**config.mk**
```make
export PLATFORM = sky130hd
export DESIGN_NAME = ftpc_top
export DESIGN_NICKNAME = d
export VERILOG_FILES = /design/src/core/ftpc_pkg.sv /design/src/core/ftpc_gate_decode.sv /design/src/core/ftpc_priv_check.sv /design/src/core/ftpc_top.sv
export SDC_FILE = /design/constraint.sdc
export NUM_CORES = 1
export LEC_CHECK = 0
export BUFFER_PORTS_ARGS = -buffer_cell sky130_fd_sc_hd__buf_2
export CAP_MARGIN = 10
export CORE_AREA = 2 2 119 150
export DETAILED_ROUTE_END_ITERATION = 8
export DIE_AREA = 0 0 121 152
export MAX_ROUTING_LAYER = met4
export PLACE_DENSITY_LB_ADDON = 0.12
export REMOVE_ABC_BUFFERS = 1
export SLEW_MARGIN = 10
export SYNTH_ARGS = -nofsm -noshare
export SYNTH_HDL_FRONTEND = slang
export SYNTH_SLANG_ARGS = --single-unit
```
**constraint.sdc**
```tcl
create_clock -name i_clk_sys -period 4 [get_ports i_clk_sys]
set_clock_uncertainty 0.05 [all_clocks]
set_input_delay 0.8 -clock i_clk_sys [delete_from_list [all_inputs] [get_ports i_clk_sys]]
set_output_delay 0.8 -clock i_clk_sys [all_outputs]
set_load 0.01 [all_outputs]
```
**src/core/ftpc_pkg.sv**
```systemverilog
package ftpc_pkg;

  // ==========================================
  // Register map (word byte addresses)
  localparam logic [3:0] FTPC_OFS_CTRL = 4'h0;
  localparam logic [3:0] FTPC_OFS_SEL = 4'h4;
  localparam logic [3:0] FTPC_OFS_STATUS = 4'h8;
  localparam logic [3:0] FTPC_OFS_RESULT = 4'hC;

  // ==========================================
  // Descriptor field positions (64-bit descriptor)
  localparam int FTPC_GATE_OFS_LO_POS = 0;
  localparam int FTPC_GATE_SEL_POS = 16;
  localparam int FTPC_GATE_CNT_POS = 32;
  localparam int FTPC_TYPE_POS = 40;
  localparam int FTPC_DPL_POS = 45;
  localparam int FTPC_P_POS = 47;
  localparam int FTPC_GATE_OFS_HI_POS = 48;
  localparam int FTPC_CONF_POS = 42;
  localparam int FTPC_BASE_LO_POS = 16;
  localparam int FTPC_BASE_MID_POS = 32;
  localparam int FTPC_BASE_HI_POS = 56;

  // ==========================================
  // Gate type codes and reset values
  localparam logic [4:0] FTPC_TYPE_GATE16 = 5'h04;
  localparam logic [4:0] FTPC_TYPE_GATE32 = 5'h0C;
  localparam logic [1:0] FTPC_CPL_RESET = 2'h0;
  localparam logic [1:0] FTPC_TABLE_GLOBAL = 2'h0;
  localparam logic [1:0] FTPC_TABLE_LOCAL = 2'h1;
  localparam logic [1:0] FTPC_TABLE_INTR = 2'h2;

  // ==========================================
  // Result codes
  typedef enum logic [1:0] {FTPC_OK, FTPC_PROT_FAULT, FTPC_ABSENT_FAULT} ftpc_fault_t;

  // Privilege check inputs
  typedef struct packed {
    logic [1:0] current_privilege_level;
    logic [1:0] selector_request_level;
    logic [1:0] dest_dpl;
    logic conforming;
    logic is_call;
  } ftpc_priv_in_t;

  // Decoded gate fields
  typedef struct packed {
    logic [15:0] sel;
    logic [31:0] offset;
    logic [4:0] count;
    logic is32;
    logic [1:0] descriptor_privilege_level;
    logic present;
    logic is_gate;
  } ftpc_gate_t;

  // Check verdict
  typedef struct packed {
    ftpc_fault_t fault;
    logic [1:0] new_cpl;
    logic stack_switch;
  } ftpc_verdict_t;

endpackage

```
**src/core/ftpc_gate_decode.sv**
```systemverilog
`timescale 1ns/1ns
module ftpc_gate_decode
  import ftpc_pkg::*;
(
  input wire logic [63:0] i_desc,
  output ftpc_gate_t o_gate
);

  // ==========================================
  // Field extraction from a gate descriptor
  always_comb
  begin
    o_gate.sel = i_desc[FTPC_GATE_SEL_POS +: 16];
    o_gate.offset = {i_desc[FTPC_GATE_OFS_HI_POS +: 16], i_desc[FTPC_GATE_OFS_LO_POS +: 16]};
    o_gate.count = i_desc[FTPC_GATE_CNT_POS +: 5];
    o_gate.is32 = (i_desc[FTPC_TYPE_POS +: 5] == FTPC_TYPE_GATE32);
    o_gate.descriptor_privilege_level = i_desc[FTPC_DPL_POS +: 2];
    o_gate.present = i_desc[FTPC_P_POS];
    o_gate.is_gate = (i_desc[FTPC_TYPE_POS +: 5] == FTPC_TYPE_GATE32)
      || (i_desc[FTPC_TYPE_POS +: 5] == FTPC_TYPE_GATE16);
  end

endmodule

```
**src/core/ftpc_priv_check.sv**
```systemverilog
`timescale 1ns/1ns
module ftpc_priv_check
  import ftpc_pkg::*;
(
  input wire ftpc_priv_in_t i_chk,
  input wire logic i_via_gate,
  output ftpc_verdict_t o_verdict
);

  // ==========================================
  // Destination code segment privilege check
  always_comb
  begin
    o_verdict.fault = FTPC_OK;
    o_verdict.new_cpl = i_chk.current_privilege_level;
    o_verdict.stack_switch = 1'b0;
    if (i_chk.conforming)
    begin
      // Selector request level ignored, level kept
      if (i_chk.current_privilege_level < i_chk.dest_dpl) // see see see
        o_verdict.fault = FTPC_PROT_FAULT;
    end
    else if (!i_via_gate)
    begin
      if ((i_chk.current_privilege_level != i_chk.dest_dpl) || (i_chk.selector_request_level > i_chk.current_privilege_level)) // see
        o_verdict.fault = FTPC_PROT_FAULT;
    end
    else if (i_chk.is_call)
    begin
      if (i_chk.dest_dpl > i_chk.current_privilege_level)
        o_verdict.fault = FTPC_PROT_FAULT;
      else if (i_chk.dest_dpl < i_chk.current_privilege_level)
      begin
        o_verdict.new_cpl = i_chk.dest_dpl;
        o_verdict.stack_switch = 1'b1;
      end
    end
    else if (i_chk.dest_dpl != i_chk.current_privilege_level)
      o_verdict.fault = FTPC_PROT_FAULT;
  end

endmodule

```
**src/core/ftpc_top.sv**
```systemverilog
// Added by the designer: the address map and register access over Avalon-MM.
`timescale 1ns/1ns
// Overview of operation
// Direct nonconforming: fault unless levels equal
// Direct nonconforming: request level at most current
// Code selector keeps current level, not request
// Conforming: fault only if current below target
// Conforming: request level never checked
// Conforming: level unchanged, no stack switch
// Gates from global/local tables only
// Target selector and entry from gate
// Parameter count copied, words or doublewords
// Gate type sets push size
// Absent gate raises absent segment fault
// Gate and target presence checked separately
// Gate level guards reaching the procedure
// Pointer offset ignored for gate targets
// Entry address is target base plus offset
// Gate check uses four level inputs
// Current and request levels at most gate
// Call/branch destination level rules through gates
// Call to higher level lowers level, switches stack
// Levels are 2-bit numeric, zero most privileged
module ftpc_top
  import ftpc_pkg::*;
(
  input wire logic i_clk_sys,
  input wire logic i_reset,
  input wire logic i_clk_en,
  input wire logic [3:0] i_avs_address,
  input wire logic i_avs_read,
  input wire logic i_avs_write,
  input wire logic [31:0] i_avs_writedata,
  input wire logic [3:0] i_avs_byteenable,
  output logic [31:0] o_avs_readdata,
  output logic o_avs_waitrequest,
  input wire logic i_start,
  input wire logic i_is_call,
  input wire logic [15:0] i_ptr_sel,
  input wire logic [31:0] i_ptr_offset,
  input wire logic [1:0] i_gate_table,
  input wire logic [63:0] i_gate_desc,
  input wire logic [63:0] i_dest_desc,
  output logic o_done,
  output logic [1:0] o_fault,
  output logic [15:0] o_cs_sel,
  output logic [31:0] o_entry_addr,
  output logic [1:0] o_cpl,
  output logic o_stack_switch,
  output logic [4:0] o_param_count,
  output logic o_push32
);

  // ==========================================
  // State
  typedef enum logic [1:0] {FTPC_IDLE, FTPC_EVAL, FTPC_ACK} ftpc_state_t;

  typedef struct packed {
    ftpc_state_t state;
    logic via_gate;
    logic [1:0] current_privilege_level;
    logic done;
    logic [1:0] fault;
    logic [15:0] cs_sel;
    logic [31:0] entry;
    logic stack_switch;
    logic [4:0] count;
    logic push32;
    logic [31:0] rdata;
  } ftpc_regs_t;

  ftpc_regs_t st_reg;
  ftpc_regs_t st_next;
  ftpc_gate_t gate;
  ftpc_priv_in_t chk;
  ftpc_verdict_t verdict;
  logic [31:0] dest_base;
  logic dest_present;
  logic gate_ok_level;
  logic [1:0] gate_rpl;

  // Base extraction from a code segment descriptor
  function automatic logic [31:0] ftpc_base(input logic [63:0] d);
    ftpc_base = {d[FTPC_BASE_HI_POS +: 8], d[FTPC_BASE_MID_POS +: 8], d[FTPC_BASE_LO_POS +: 16]};
  endfunction

  ftpc_gate_decode u_dec (
    .i_desc(i_gate_desc),
    .o_gate(gate)
  );

  // ==========================================
  // Privilege inputs
  always_comb
  begin
    chk.current_privilege_level = st_reg.current_privilege_level;
    chk.selector_request_level = st_reg.via_gate ? gate_rpl : i_ptr_sel[1:0];
    chk.dest_dpl = i_dest_desc[FTPC_DPL_POS +: 2];
    chk.conforming = i_dest_desc[FTPC_CONF_POS];
    chk.is_call = i_is_call;
  end

  assign gate_rpl = i_ptr_sel[1:0];
  assign dest_base = ftpc_base(i_dest_desc);
  assign dest_present = i_dest_desc[FTPC_P_POS];
  assign gate_ok_level = (st_reg.current_privilege_level <= gate.descriptor_privilege_level) && (gate_rpl <= gate.descriptor_privilege_level); // see see

  ftpc_priv_check u_chk (
    .i_chk(chk),
    .i_via_gate(st_reg.via_gate),
    .o_verdict(verdict)
  );

  // ==========================================
  // Next state
  always_comb
  begin
    st_next = st_reg;
    st_next.done = 1'b0;
    case (st_reg.state)
      FTPC_IDLE:
      begin
        if (i_start)
        begin
          st_next.via_gate = gate.is_gate && (i_gate_table != FTPC_TABLE_INTR);
          st_next.state = FTPC_EVAL;
        end
      end
      FTPC_EVAL:
      begin
        st_next.state = FTPC_IDLE;
        st_next.done = 1'b1;
        st_next.stack_switch = 1'b0;
        st_next.count = 5'h00;
        st_next.push32 = 1'b0;
        if (gate.is_gate && (i_gate_table == FTPC_TABLE_INTR))
          st_next.fault = FTPC_PROT_FAULT;
        else if (st_reg.via_gate)
        begin
          if (!gate.present)
            st_next.fault = FTPC_ABSENT_FAULT;
          else if (!gate_ok_level)
            st_next.fault = FTPC_PROT_FAULT;
          else if (verdict.fault != FTPC_OK)
            st_next.fault = verdict.fault;
          else if (!dest_present)
            st_next.fault = FTPC_ABSENT_FAULT;
          else
          begin
            st_next.fault = FTPC_OK;
            // Offset from pointer is unused here
            st_next.cs_sel = {gate.sel[15:2], verdict.new_cpl}; // see
            st_next.entry = dest_base + gate.offset;
            st_next.current_privilege_level = verdict.new_cpl;
            st_next.stack_switch = verdict.stack_switch;
            st_next.count = verdict.stack_switch ? gate.count : 5'h00;
            st_next.push32 = gate.is32;
          end
        end
        else if (verdict.fault != FTPC_OK)
          st_next.fault = verdict.fault; // see
        else if (!dest_present)
          st_next.fault = FTPC_ABSENT_FAULT;
        else
        begin
          st_next.fault = FTPC_OK;
          st_next.cs_sel = {i_ptr_sel[15:2], st_reg.current_privilege_level}; // see
          st_next.entry = dest_base + i_ptr_offset;
        end
      end
      default:
        st_next.state = FTPC_IDLE;
    endcase
    // Register bus: one wait cycle then answer
    if ((i_avs_read || i_avs_write) && (st_reg.state != FTPC_ACK) && !(st_reg.state == FTPC_EVAL))
    begin
      if (st_reg.state == FTPC_IDLE && !i_start)
      begin
        st_next.state = FTPC_ACK;
        case (i_avs_address)
          FTPC_OFS_CTRL: st_next.rdata = {30'h0, st_reg.current_privilege_level};
          FTPC_OFS_SEL: st_next.rdata = {16'h0, st_reg.cs_sel};
          FTPC_OFS_STATUS: st_next.rdata = {24'h0, st_reg.push32, st_reg.count, st_reg.fault};
          FTPC_OFS_RESULT: st_next.rdata = st_reg.entry;
          default: st_next.rdata = 32'h0;
        endcase
      end
    end
    else if (st_reg.state == FTPC_ACK)
    begin
      st_next.state = FTPC_IDLE;
      // Write lands on the edge that ends the acknowledge cycle, one edge after the wait drops, never earlier
      if (i_avs_write && (i_avs_address == FTPC_OFS_CTRL) && i_avs_byteenable[0])
        st_next.current_privilege_level = i_avs_writedata[1:0];
    end
  end

  // ==========================================
  // State register
  always_ff @(posedge i_clk_sys)
  begin
    if (i_reset)
    begin
      st_reg <= '0;
      st_reg.state <= FTPC_IDLE;
      st_reg.current_privilege_level <= FTPC_CPL_RESET;
    end
    else if (i_clk_en)
      st_reg <= st_next;
  end

  // Outputs
  assign o_avs_waitrequest = (i_avs_read || i_avs_write) && (st_reg.state != FTPC_ACK);
  assign o_avs_readdata = st_reg.rdata;
  assign o_done = st_reg.done;
  assign o_fault = st_reg.fault;
  assign o_cs_sel = st_reg.cs_sel;
  assign o_entry_addr = st_reg.entry;
  assign o_cpl = st_reg.current_privilege_level;
  assign o_stack_switch = st_reg.stack_switch;
  assign o_param_count = st_reg.count;
  assign o_push32 = st_reg.push32;
endmodule

```
==> impl_metrics.toml, run 1 <==
[status]
status = "complete, no violations"

[drt]
totalWireLength_microns = 26640
detail_route.iter0.violations = 553
first_pass_iters = 5
drtAntennaViolNets = 0
vias = 8480
post-route-drc-count = 0
vias_per_cell = 5.828
wire_per_inst_microns = 18.31

[setup_path]
ff2ff_path_depth = 11
r2r_end = "o_entry_addr[1]"
reg2reg_setup_slack_ps = 1010
path_max_fanout = 4
critPathLaunchType = "input pin"
crit-reg2reg-launch = "o_cpl[1]"
cp-end-kind = "flop"
crit_path_start = "i_dest_desc[16]"
arrival_ps = 3510
critical_path_class = "input pin to flop"
cp.required_ps = 4220

[timing]
fin_crit_ps = 3294
holdWs_ps = 400.7
finalSetupTns_ps = 0
max_freq_mhz = 303.6
period_share_pct = 82.34
slew_viol_final = 0
rsz0062_at_grt = "no"
tightestPinTransition_ps = 921.4
setup_violations = 0
hold_viol = 0
slew_headroom_pct = 38.58

[die]
rows = 54
dieWidth_microns = 121
boundaryPins = 318
start_util_pct = 48.97
die_h_microns = 152
core_area_sq_um = 17090
die_area_sq_um = 18390

[grt]
grt_max_degree = 77
grt_pass1_vias = 8018
antenna_found_initial = 0
grtUsageTotal_pct = 29.57
grt_overflow = 0
grt_pass1_wl_microns = 41850

[yosys]
syn-cell-area_sq_um = 8371
avgSynthCellArea_sq_um = 7.701
yosysSeqAreaShare_pct = 22.72
synthTopCellsByArea = "dfxtp_1, ha_1, buf_4, a21oi_1, nor2_1"
synthFlopType = "dfxtp_1"
synth.top_cell.area_share_pct = 22.72
synth_edf_count = 0
synth_top_area_cell = "dfxtp_1"
ys_seq_elements = 95
async_flop_share_pct = 0
postSynthCellCount = 1087
synthDistinctLibCells = 75
yosys_warnings = 0

[placed_design]
port_buffers = 251
numPlacedInstances = 1439
post-dp-hpwl_microns = 20520
gp_congestion = 0.9940

[clock_tree]
clkLatencyLatePin_ps = 360
cts_tree = "built"
cts_sinks = 95
clockBufferDepth = 2
htree_levels = 3
postCtsHoldBufs = 0
cts_buffers = 9
clk_pin_slew_ps = 70
clockRootBuffer = "clkbuf_16"
cts_resized = 0
postCtsSetupBuffers = 0

[worst_hold_path]
hp-class = "flop to flop"
min_to = "o_avs_readdata[23]"
min_path_cells = 2
min-delay-start = "o_avs_readdata[23]"

[layout]
stdcell_count = 1455
antenna_cells = 0
layout.nets = 1524
syn2layout_area_growth_pct = 13.63
drive_gt1_share_pct = 25.83

[pwr]
ir_drop_mv = 0.2048
power_per_cell_area_nw_per_um2 = 281.6
p_leak_nw = 4.424

[job]
cap_violations = 0
[per-layer routing]
metal	track usage, %	up-vias	wire length (microns)
li1	-	4223	-
met1	37.22	3910	11370
met2	48.53	301	13010
met3	3.679	46	1587
met4	10.30	0	680
met5	-	-	0
[critical path, stage by stage]
cell      delay [ps]
buf_2             90
ha_1             180
inv_1             60
fa_1             390
nor2b_1          170
o31a_1           230
o21a_2           230
o31ai_4          110
or4_4            570
and3_1           180
o31a_1           270
a211oi_2         210
[through the flow]
| stage | power, mW | instance area, sq um | setup WS [ps] | utilization (%) |
|---|---|---|---|---|
| finish | 2.679 | 9512 | 706.5 | 55.64 |
| global route | 2.831 | 9512 | 635.4 | 55.64 |
| CTS | 2.687 | 9512 | 738.1 | 55.64 |
| detailed placement | 1.798 | 9200 | 384.8 | 53.82 |
| global placement | 1.793 | 9200 | 430.0 | 53.82 |
| floorplan | 1.522 | 7495 | 248.3 | - |
[area by class of cell]
type                       count  area (sq um)
inverter                      28         105.1
multi-input combinational    821          5494
clock inverter                 7         86.33
timing repair buffer         271          1419
sequential                    95          1902
tap                          224         280.3
clock buffer                   9         225.2
fill                        1673          7582
[where the power goes]
part	total, mW	switching, mW	internal, mW
registers	0.966	0.00901	0.957
logic	0.824	0.476	0.347
clock network	0.889	0.441	0.448
[placed cells by master, fill, tap and decap left out, drive strengths merged, types with 6 or more instances in the layout]
cell type,count
a21oi,107
nand3,36
nand4,7
nor3b,7
dfxtp,95
and3,16
o21bai,8
xor2,17
o211ai,7
o21ai,59
a211oi,12
clkbuf,9
o221ai,11
nand2,69
mux2,6
a21o,38
nor2b,15
o21a,13
ha,71
xnor2,17
buf,271
nor3,55
a22oi,15
a221oi,29
inv,30
a31oi,7
mux2i,9
nand2b,9
nor2,97
[Yosys cell counts (6+ instances only)]
| cell type | n |
|---|---|
| xor2_1 | 17 |
| o21bai_1 | 8 |
| nor3b_1 | 7 |
| o221ai_1 | 11 |
| nand4_1 | 7 |
| nor3_1 | 55 |
| nand2b_1 | 9 |
| nand3_1 | 36 |
| xnor2_1 | 17 |
| o21a_1 | 12 |
| mux2i_1 | 9 |
| and3_1 | 16 |
| nand2_1 | 69 |
| a31oi_1 | 7 |
| o21ai_1 | 8 |
| o21ai_0 | 51 |
| clkbuf_1 | 46 |
| a21o_1 | 38 |
| a22oi_1 | 15 |
| buf_4 | 89 |
| ha_1 | 71 |
| inv_1 | 27 |
| nor2_1 | 97 |
| dfxtp_1 | 95 |
| o211ai_1 | 7 |
| a21oi_1 | 107 |
| mux2_2 | 6 |
| nor2b_1 | 15 |
| a211oi_1 | 9 |
| a221oi_1 | 29 |
[cell families after synthesis]
kind of cell | after synthesis | share of synthesized area (%)
simple gates | 336 | 19.16
compound gates | 361 | 29.33
flops | 95 | 22.72
xor+xnor | 34 | 3.557
mux | 17 | 2.421
fa+ha+maj | 73 | 11.09
buf+inv | 171 | 11.72
[worst max-delay path by stage]
stage / to / slack, ps / cells past startpoint
floorplan: o_entry_addr[19] / 250 / 9
global route: o_entry_addr[26] / 640 / 12
detailed placement: o_entry_addr[26] / 380 / 12
finish: o_entry_addr[26] / 710 / 12
global placement: o_entry_addr[26] / 430 / 12
CTS: o_entry_addr[26] / 740 / 12
Note: power is estimated with default switching activity, not from simulation.
==> inputs of run 2 (changes only) <==
==> constraint.sdc (replaced) <==
create_clock -name i_clk_sys -period 3.1 [get_ports i_clk_sys]
set_clock_uncertainty 0.05 [all_clocks]
set_input_delay 0.62 -clock i_clk_sys [delete_from_list [all_inputs] [get_ports i_clk_sys]]
set_output_delay 0.62 -clock i_clk_sys [all_outputs]
set_load 0.01 [all_outputs]
==> run 2 against run 1 <==
- sequential share of layout area shrank 0.99 points
- cell count grew 4.5%
- critical path depth is the same
- die area is the same
- via count grew 4.9%
- non-clock buffer count grew 66
- power grew 33%
- largest cell class unchanged
- largest power group unchanged
- highest routed layer unchanged
==> impl_metrics.toml, run 2 (same netlist as run 1, synthesis figures left out) <==
[grt]
grt_max_degree = 61
grtUsageTotal_pct = 30.09
grt_pass1_vias = 8270
grt_overflow = 0
grt_pass1_wl_microns = 42770
antenna_found_initial = 0

[timing]
setup_violations = 0
fin_crit_ps = 2908
fin_ws_ps = 191.5
max_freq_mhz = 343.8
slew_viol_final = 0
slew_headroom_pct = 38.81
period_share_pct = 93.82
finalSetupTns_ps = 0
rsz0062_at_grt = "no"
tightestPinTransition_ps = 917.9
hold_viol = 0

[drt]
post-route-drc-count = 0
totalWireLength_microns = 27420
vias_per_cell = 5.846
detail_route.iter0.violations = 534
drtAntennaViolNets = 0
wire_per_inst_microns = 18.02
first_pass_iters = 5
vias = 8892

[layout]
layout.nets = 1590
antenna_cells = 0
layout_common_cells = "buf_2, a21oi_1, nor2_1, dfxtp_1, buf_4"
fill_cells = 1685
final_common_cell = "buf_2"
syn2layout_area_growth_pct = 19.57
drive_gt1_share_pct = 29.61

[worst_hold_path]
min_path_cells = 2
hp-class = "flop to flop"
min-delay-start = "o_avs_readdata[18]"
min_to = "o_avs_readdata[18]"

[setup_path]
cpPeakStageDelay_ps = 560
ff2ff_path_depth = 11
r2r_end = "o_entry_addr[0]"
critical_path_class = "input pin to flop"
critPathLaunchType = "input pin"
reg2reg_setup_slack_ps = 330
path_max_fanout = 4
arrival_ps = 3140
crit_family = "simple AND/OR/NAND/NOR gates"
crit_top_cell = "o31a_1"
crit-reg2reg-launch = "o_cpl[1]"
cp-end-kind = "flop"
path_cells = "buf_2 > ha_1 > inv_1 > fa_1 > nor2b_1 > o31a_1 > o21a_2 > o31ai_4 > or4_4 > and3_1 > o31a_1 > a211oi_2"
crit_buf_inv = 2
cp.required_ps = 3330
cpMaxStageDelayCell = "or4_4"

[placed_design]
post-dp-hpwl_microns = 21500
port_buffers = 251
gp_congestion = 0.9460
preCtsSetupSlack_ps = -170.8

[clock_tree]
postCtsHoldBufs = 0
cts_tree = "built"
clkLatencyLatePin_ps = 360
cts_sinks = 95
cts_resized = 0
clockBufferDepth = 2
clockRootBuffer = "clkbuf_16"
htree_levels = 3
postCtsSetupBuffers = 0
clk_pin_slew_ps = 80
cts_buffers = 9

[die]
die_area_sq_um = 18390
die_h_microns = 152
dieWidth_microns = 121
start_util_pct = 48.97
rows = 54
core_area_sq_um = 17090
boundaryPins = 318

[pwr]
power_per_cell_area_nw_per_um2 = 356.1
p_leak_nw = 4.743
ir_drop_mv = 0.2362
total_power_mw = 3.564

[job]
cap_violations = 0

[status]
status = "complete, no violations"
[run 2: cell count changes in the layout (fill, tap and decap cells not counted), sizes merged]
cell	delta
clkinv	-2
buf	+66
clkinvlp	+1
inv	+1
[run 2: final cells by class]
cell class / count / area, sq um / area share (%)
inverter: 28 / 105.1 / 1.050
tap: 224 / 280.3 / 2.800
clock inverter: 7 / 75.07 / 0.7501
timing repair buffer: 337 / 1927 / 19.25
multi-input combinational: 821 / 5494 / 54.89
sequential: 95 / 1902 / 19.00
clock buffer: 9 / 225.2 / 2.250
[run 2: per-stage QoR]
stage	cell area, sq um	hold slack [ps]	instances	utilization (%)
6_report	10010	403.0	1521	58.55
5_1_grt	10010	424.9	1521	58.55
4_1_cts	10010	402.0	1521	58.55
3_5_place_dp	9708	392.0	1505	56.79
3_3_place_gp	9708	385.6	1505	56.79
2_1_floorplan	7495	417.5	944	-
[run 2: layer usage]
layer  wire [microns]  up-vias  GRT usage (%)
li1                 -     4360              -
met2            13360      349          49.71
met4              907        0          12.02
met3             1565       64          2.853
met5                0        -              -
met1            11580     4119          37.47
[run 2: tightest hold or removal path: stages, from the launching register on]
cell and delay (ps):
dfxtp_1 310, nand2_1 50, a21oi_1 50
[run 2: worst max path at each step]
stage                        to  cells past startpoint             from  slack (ps)
4_1_cts        o_entry_addr[26]                     12  i_dest_desc[16]         200
6_report       o_entry_addr[26]                     12  i_dest_desc[16]         190
3_5_place_dp   o_entry_addr[26]                     12  i_dest_desc[16]        -170
5_1_grt        o_entry_addr[25]                     10  i_ptr_offset[1]          40
3_3_place_gp   o_entry_addr[26]                     12  i_dest_desc[16]        -150
2_1_floorplan  o_entry_addr[19]                      9  i_dest_desc[46]        -470
[run 2: where the power goes]
group,leakage (nW),internal (mW),total (mW),switching [mW]
combinational,3.83,0.524,1.16,0.640
clock,0.145,0.574,1.15,0.580
sequential,0.767,1.23,1.25,0.0116
==> inputs of run 3 (changes only) <==
--- a/config.mk
+++ b/config.mk
@@ -11,7 +11,7 @@
 export DETAILED_ROUTE_END_ITERATION = 8
 export DIE_AREA = 0 0 121 152
 export MAX_ROUTING_LAYER = met4
-export PLACE_DENSITY_LB_ADDON = 0.12
+export PLACE_DENSITY_LB_ADDON = 0.08
 export REMOVE_ABC_BUFFERS = 1
 export SLEW_MARGIN = 10
 export SYNTH_ARGS = -nofsm -noshare
==> run 3 against run 2 <==
- setup slack lost 31 ps
- first-iteration DRC count grew 22%
- fmax is 1.0% lower
- cell area rose by 0.54%
- count of clock-buffer cells in the layout up 1
- clock power shrank 6%
- largest cell class unchanged
- largest power group unchanged
==> impl_metrics.toml, run 3 (same netlist as run 1, synthesis figures left out) <==
[setup_path]
critPathLaunchType = "input pin"
critical_path_class = "input pin to flop"
path_max_fanout = 4
cp-end-kind = "flop"
arrival_ps = 3160
cp.required_ps = 3320

[timing]
slew_viol_final = 0
max_freq_mhz = 340.2
period_share_pct = 94.81
hold_viol = 0
slew_headroom_pct = 38.51
setup_violations = 0
fin_crit_ps = 2939
tightestPinTransition_ps = 922.3
rsz0062_at_grt = "no"

[pwr]
power_per_cell_area_nw_per_um2 = 347.7
p_clk_share_pct = 30.9
ir_drop_mv = 0.2221
p_leak_nw = 4.763
total_power_mw = 3.499
p_sw_mw = 1.177
swShare_pct = 33.63
pwr-share-seq_pct = 35.6
p_int_mw = 2.322
combPwrFrac_pct = 33.5

[clock_tree]
htree_levels = 3
clockRootBuffer = "clkbuf_16"
cts_sinks = 95
postCtsHoldBufs = 0
clk_pin_slew_ps = 70
clockBufferDepth = 2
cts_buffers = 9
cts_tree = "built"
clkLatencyLatePin_ps = 350

[grt]
antenna_found_initial = 1
grt_max_degree = 57
use_met2_pct = 48.96
grt_pass1_wl_microns = 42700
grtUsageTotal_pct = 30.05
grt_overflow = 0
met3_usage_pct = 3.416
busiest_layer = "met2"
met1_usage_pct = 38.11
grt_pass1_vias = 8254

[layout]
stdcell_count = 1527
syn2layout_area_growth_pct = 20.21
seq_area_sq_um = 1902
final_common_cell = "buf_2"
layout_common_cells = "buf_2, a21oi_1, nor2_1, dfxtp_1, buf_4"
multi_input_area_sq_um = 5503
layout.nets = 1595
fin_area_sq_um = 10060
fill_cells = 1716
drive_gt1_share_pct = 29.80

[drt]
detail_route.iter0.violations = 650
post-route-drc-count = 0
wire_per_inst_microns = 17.92
first_pass_iters = 5
totalWireLength_microns = 27370
vias_per_cell = 5.824
drtAntennaViolNets = 0
vias = 8893

[placed_design]
numPlacedInstances = 1510
gp_congestion = 0.9519
dpl_cell_area_sq_um = 9771
port_buffers = 251
post-dp-hpwl_microns = 21310

[die]
die_area_sq_um = 18390
start_util_pct = 48.97
core_area_sq_um = 17090
dieWidth_microns = 121
rows = 54
die_h_microns = 152
boundaryPins = 318

[worst_hold_path]
hp-class = "flop to flop"

[status]
status = "complete, no violations"

[job]
cap_violations = 0
[run 3: cell count changes in the layout (fill, tap and decap cells not counted), sizes merged]
cell      delta
buf          +5
clkinv       -2
clkinvlp     +2
clkbuf       +1
diode        +1
inv          -1
[run 3: per-layer routing]
| metal | vias to the layer above | routed length (microns) | share of wire (%) |
|---|---|---|---|
| met3 | 53 | 1758 | 6.4 |
| met2 | 336 | 13090 | 48 |
| met5 | - | 0 | 0 |
| li1 | 4360 | - | - |
| met1 | 4144 | 11690 | 43 |
| met4 | 0 | 826 | 3.0 |
[run 3: critical path: stages]
cell and delay [ps]:
buf_2 90, ha_1 160, inv_1 50, fa_1 380
nor2b_1 170, o31a_1 170, o21a_2 210, o31ai_4 90
or4_4 560, and3_1 190, o31a_1 260, a211oi_2 200
[run 3: area by class of cell]
type	count	share of cell area (%)
diodes	1	0.02487
clock buffers	10	2.276
clock inverters	6	0.5098
inverters	28	1.045
multi-input cells	821	54.69
flip-flops and latches	95	18.90
well taps	224	2.785
repair buffers	342	19.77
[run 3: worst paths after layout]
| kind | from | to | slack (ps) | cells after the start |
|---|---|---|---|---|
| setup / recovery | i_dest_desc[16] | o_entry_addr[26] | 160 | 12 |
| hold / removal | o_avs_readdata[21] | o_avs_readdata[21] | 400 | 2 |
| setup reg to reg | o_cpl[1] | o_param_count[1] | 440 | 11 |
| hold reg to reg | o_avs_readdata[21] | o_avs_readdata[21] | 400 | 2 |
[run 3: through the flow]
| step | hold WS, ps | util (%) | worst slack, ps | setup TNS (ps) |
|---|---|---|---|---|
| after CTS | 401.5 | 58.80 | 103.9 | 0 |
| after detailed placement | 391.8 | 57.16 | -234.7 | -989.1 |
| after global placement | 387.6 | 57.16 | -178.9 | -712.9 |
| final | 399.7 | 58.86 | 160.8 | 0 |
| after floorplan | 417.5 | - | -471.7 | -4494 |
| after global routing | 420.0 | 58.86 | 69.22 | 0 |
[run 3: repair_timing]
action / CTS / global route
hold endpoints to repair: 0 / 0
setup endpoints to repair: 0 / 1
gates resized for setup: 0 / 1
buffers inserted: 0 / 0
[run 3: power by group through the flow]
stage | combinational, mW | sequential [mW] | clock [mW]
2_1_floorplan | 0.684 | 1.28 | 0
4_1_cts | 1.16 | 1.25 | 1.10
5_1_grt | 1.28 | 1.25 | 1.15
3_3_place_gp | 1.14 | 1.27 | 0
6_report | 1.17 | 1.25 | 1.08
3_5_place_dp | 1.15 | 1.27 | 0
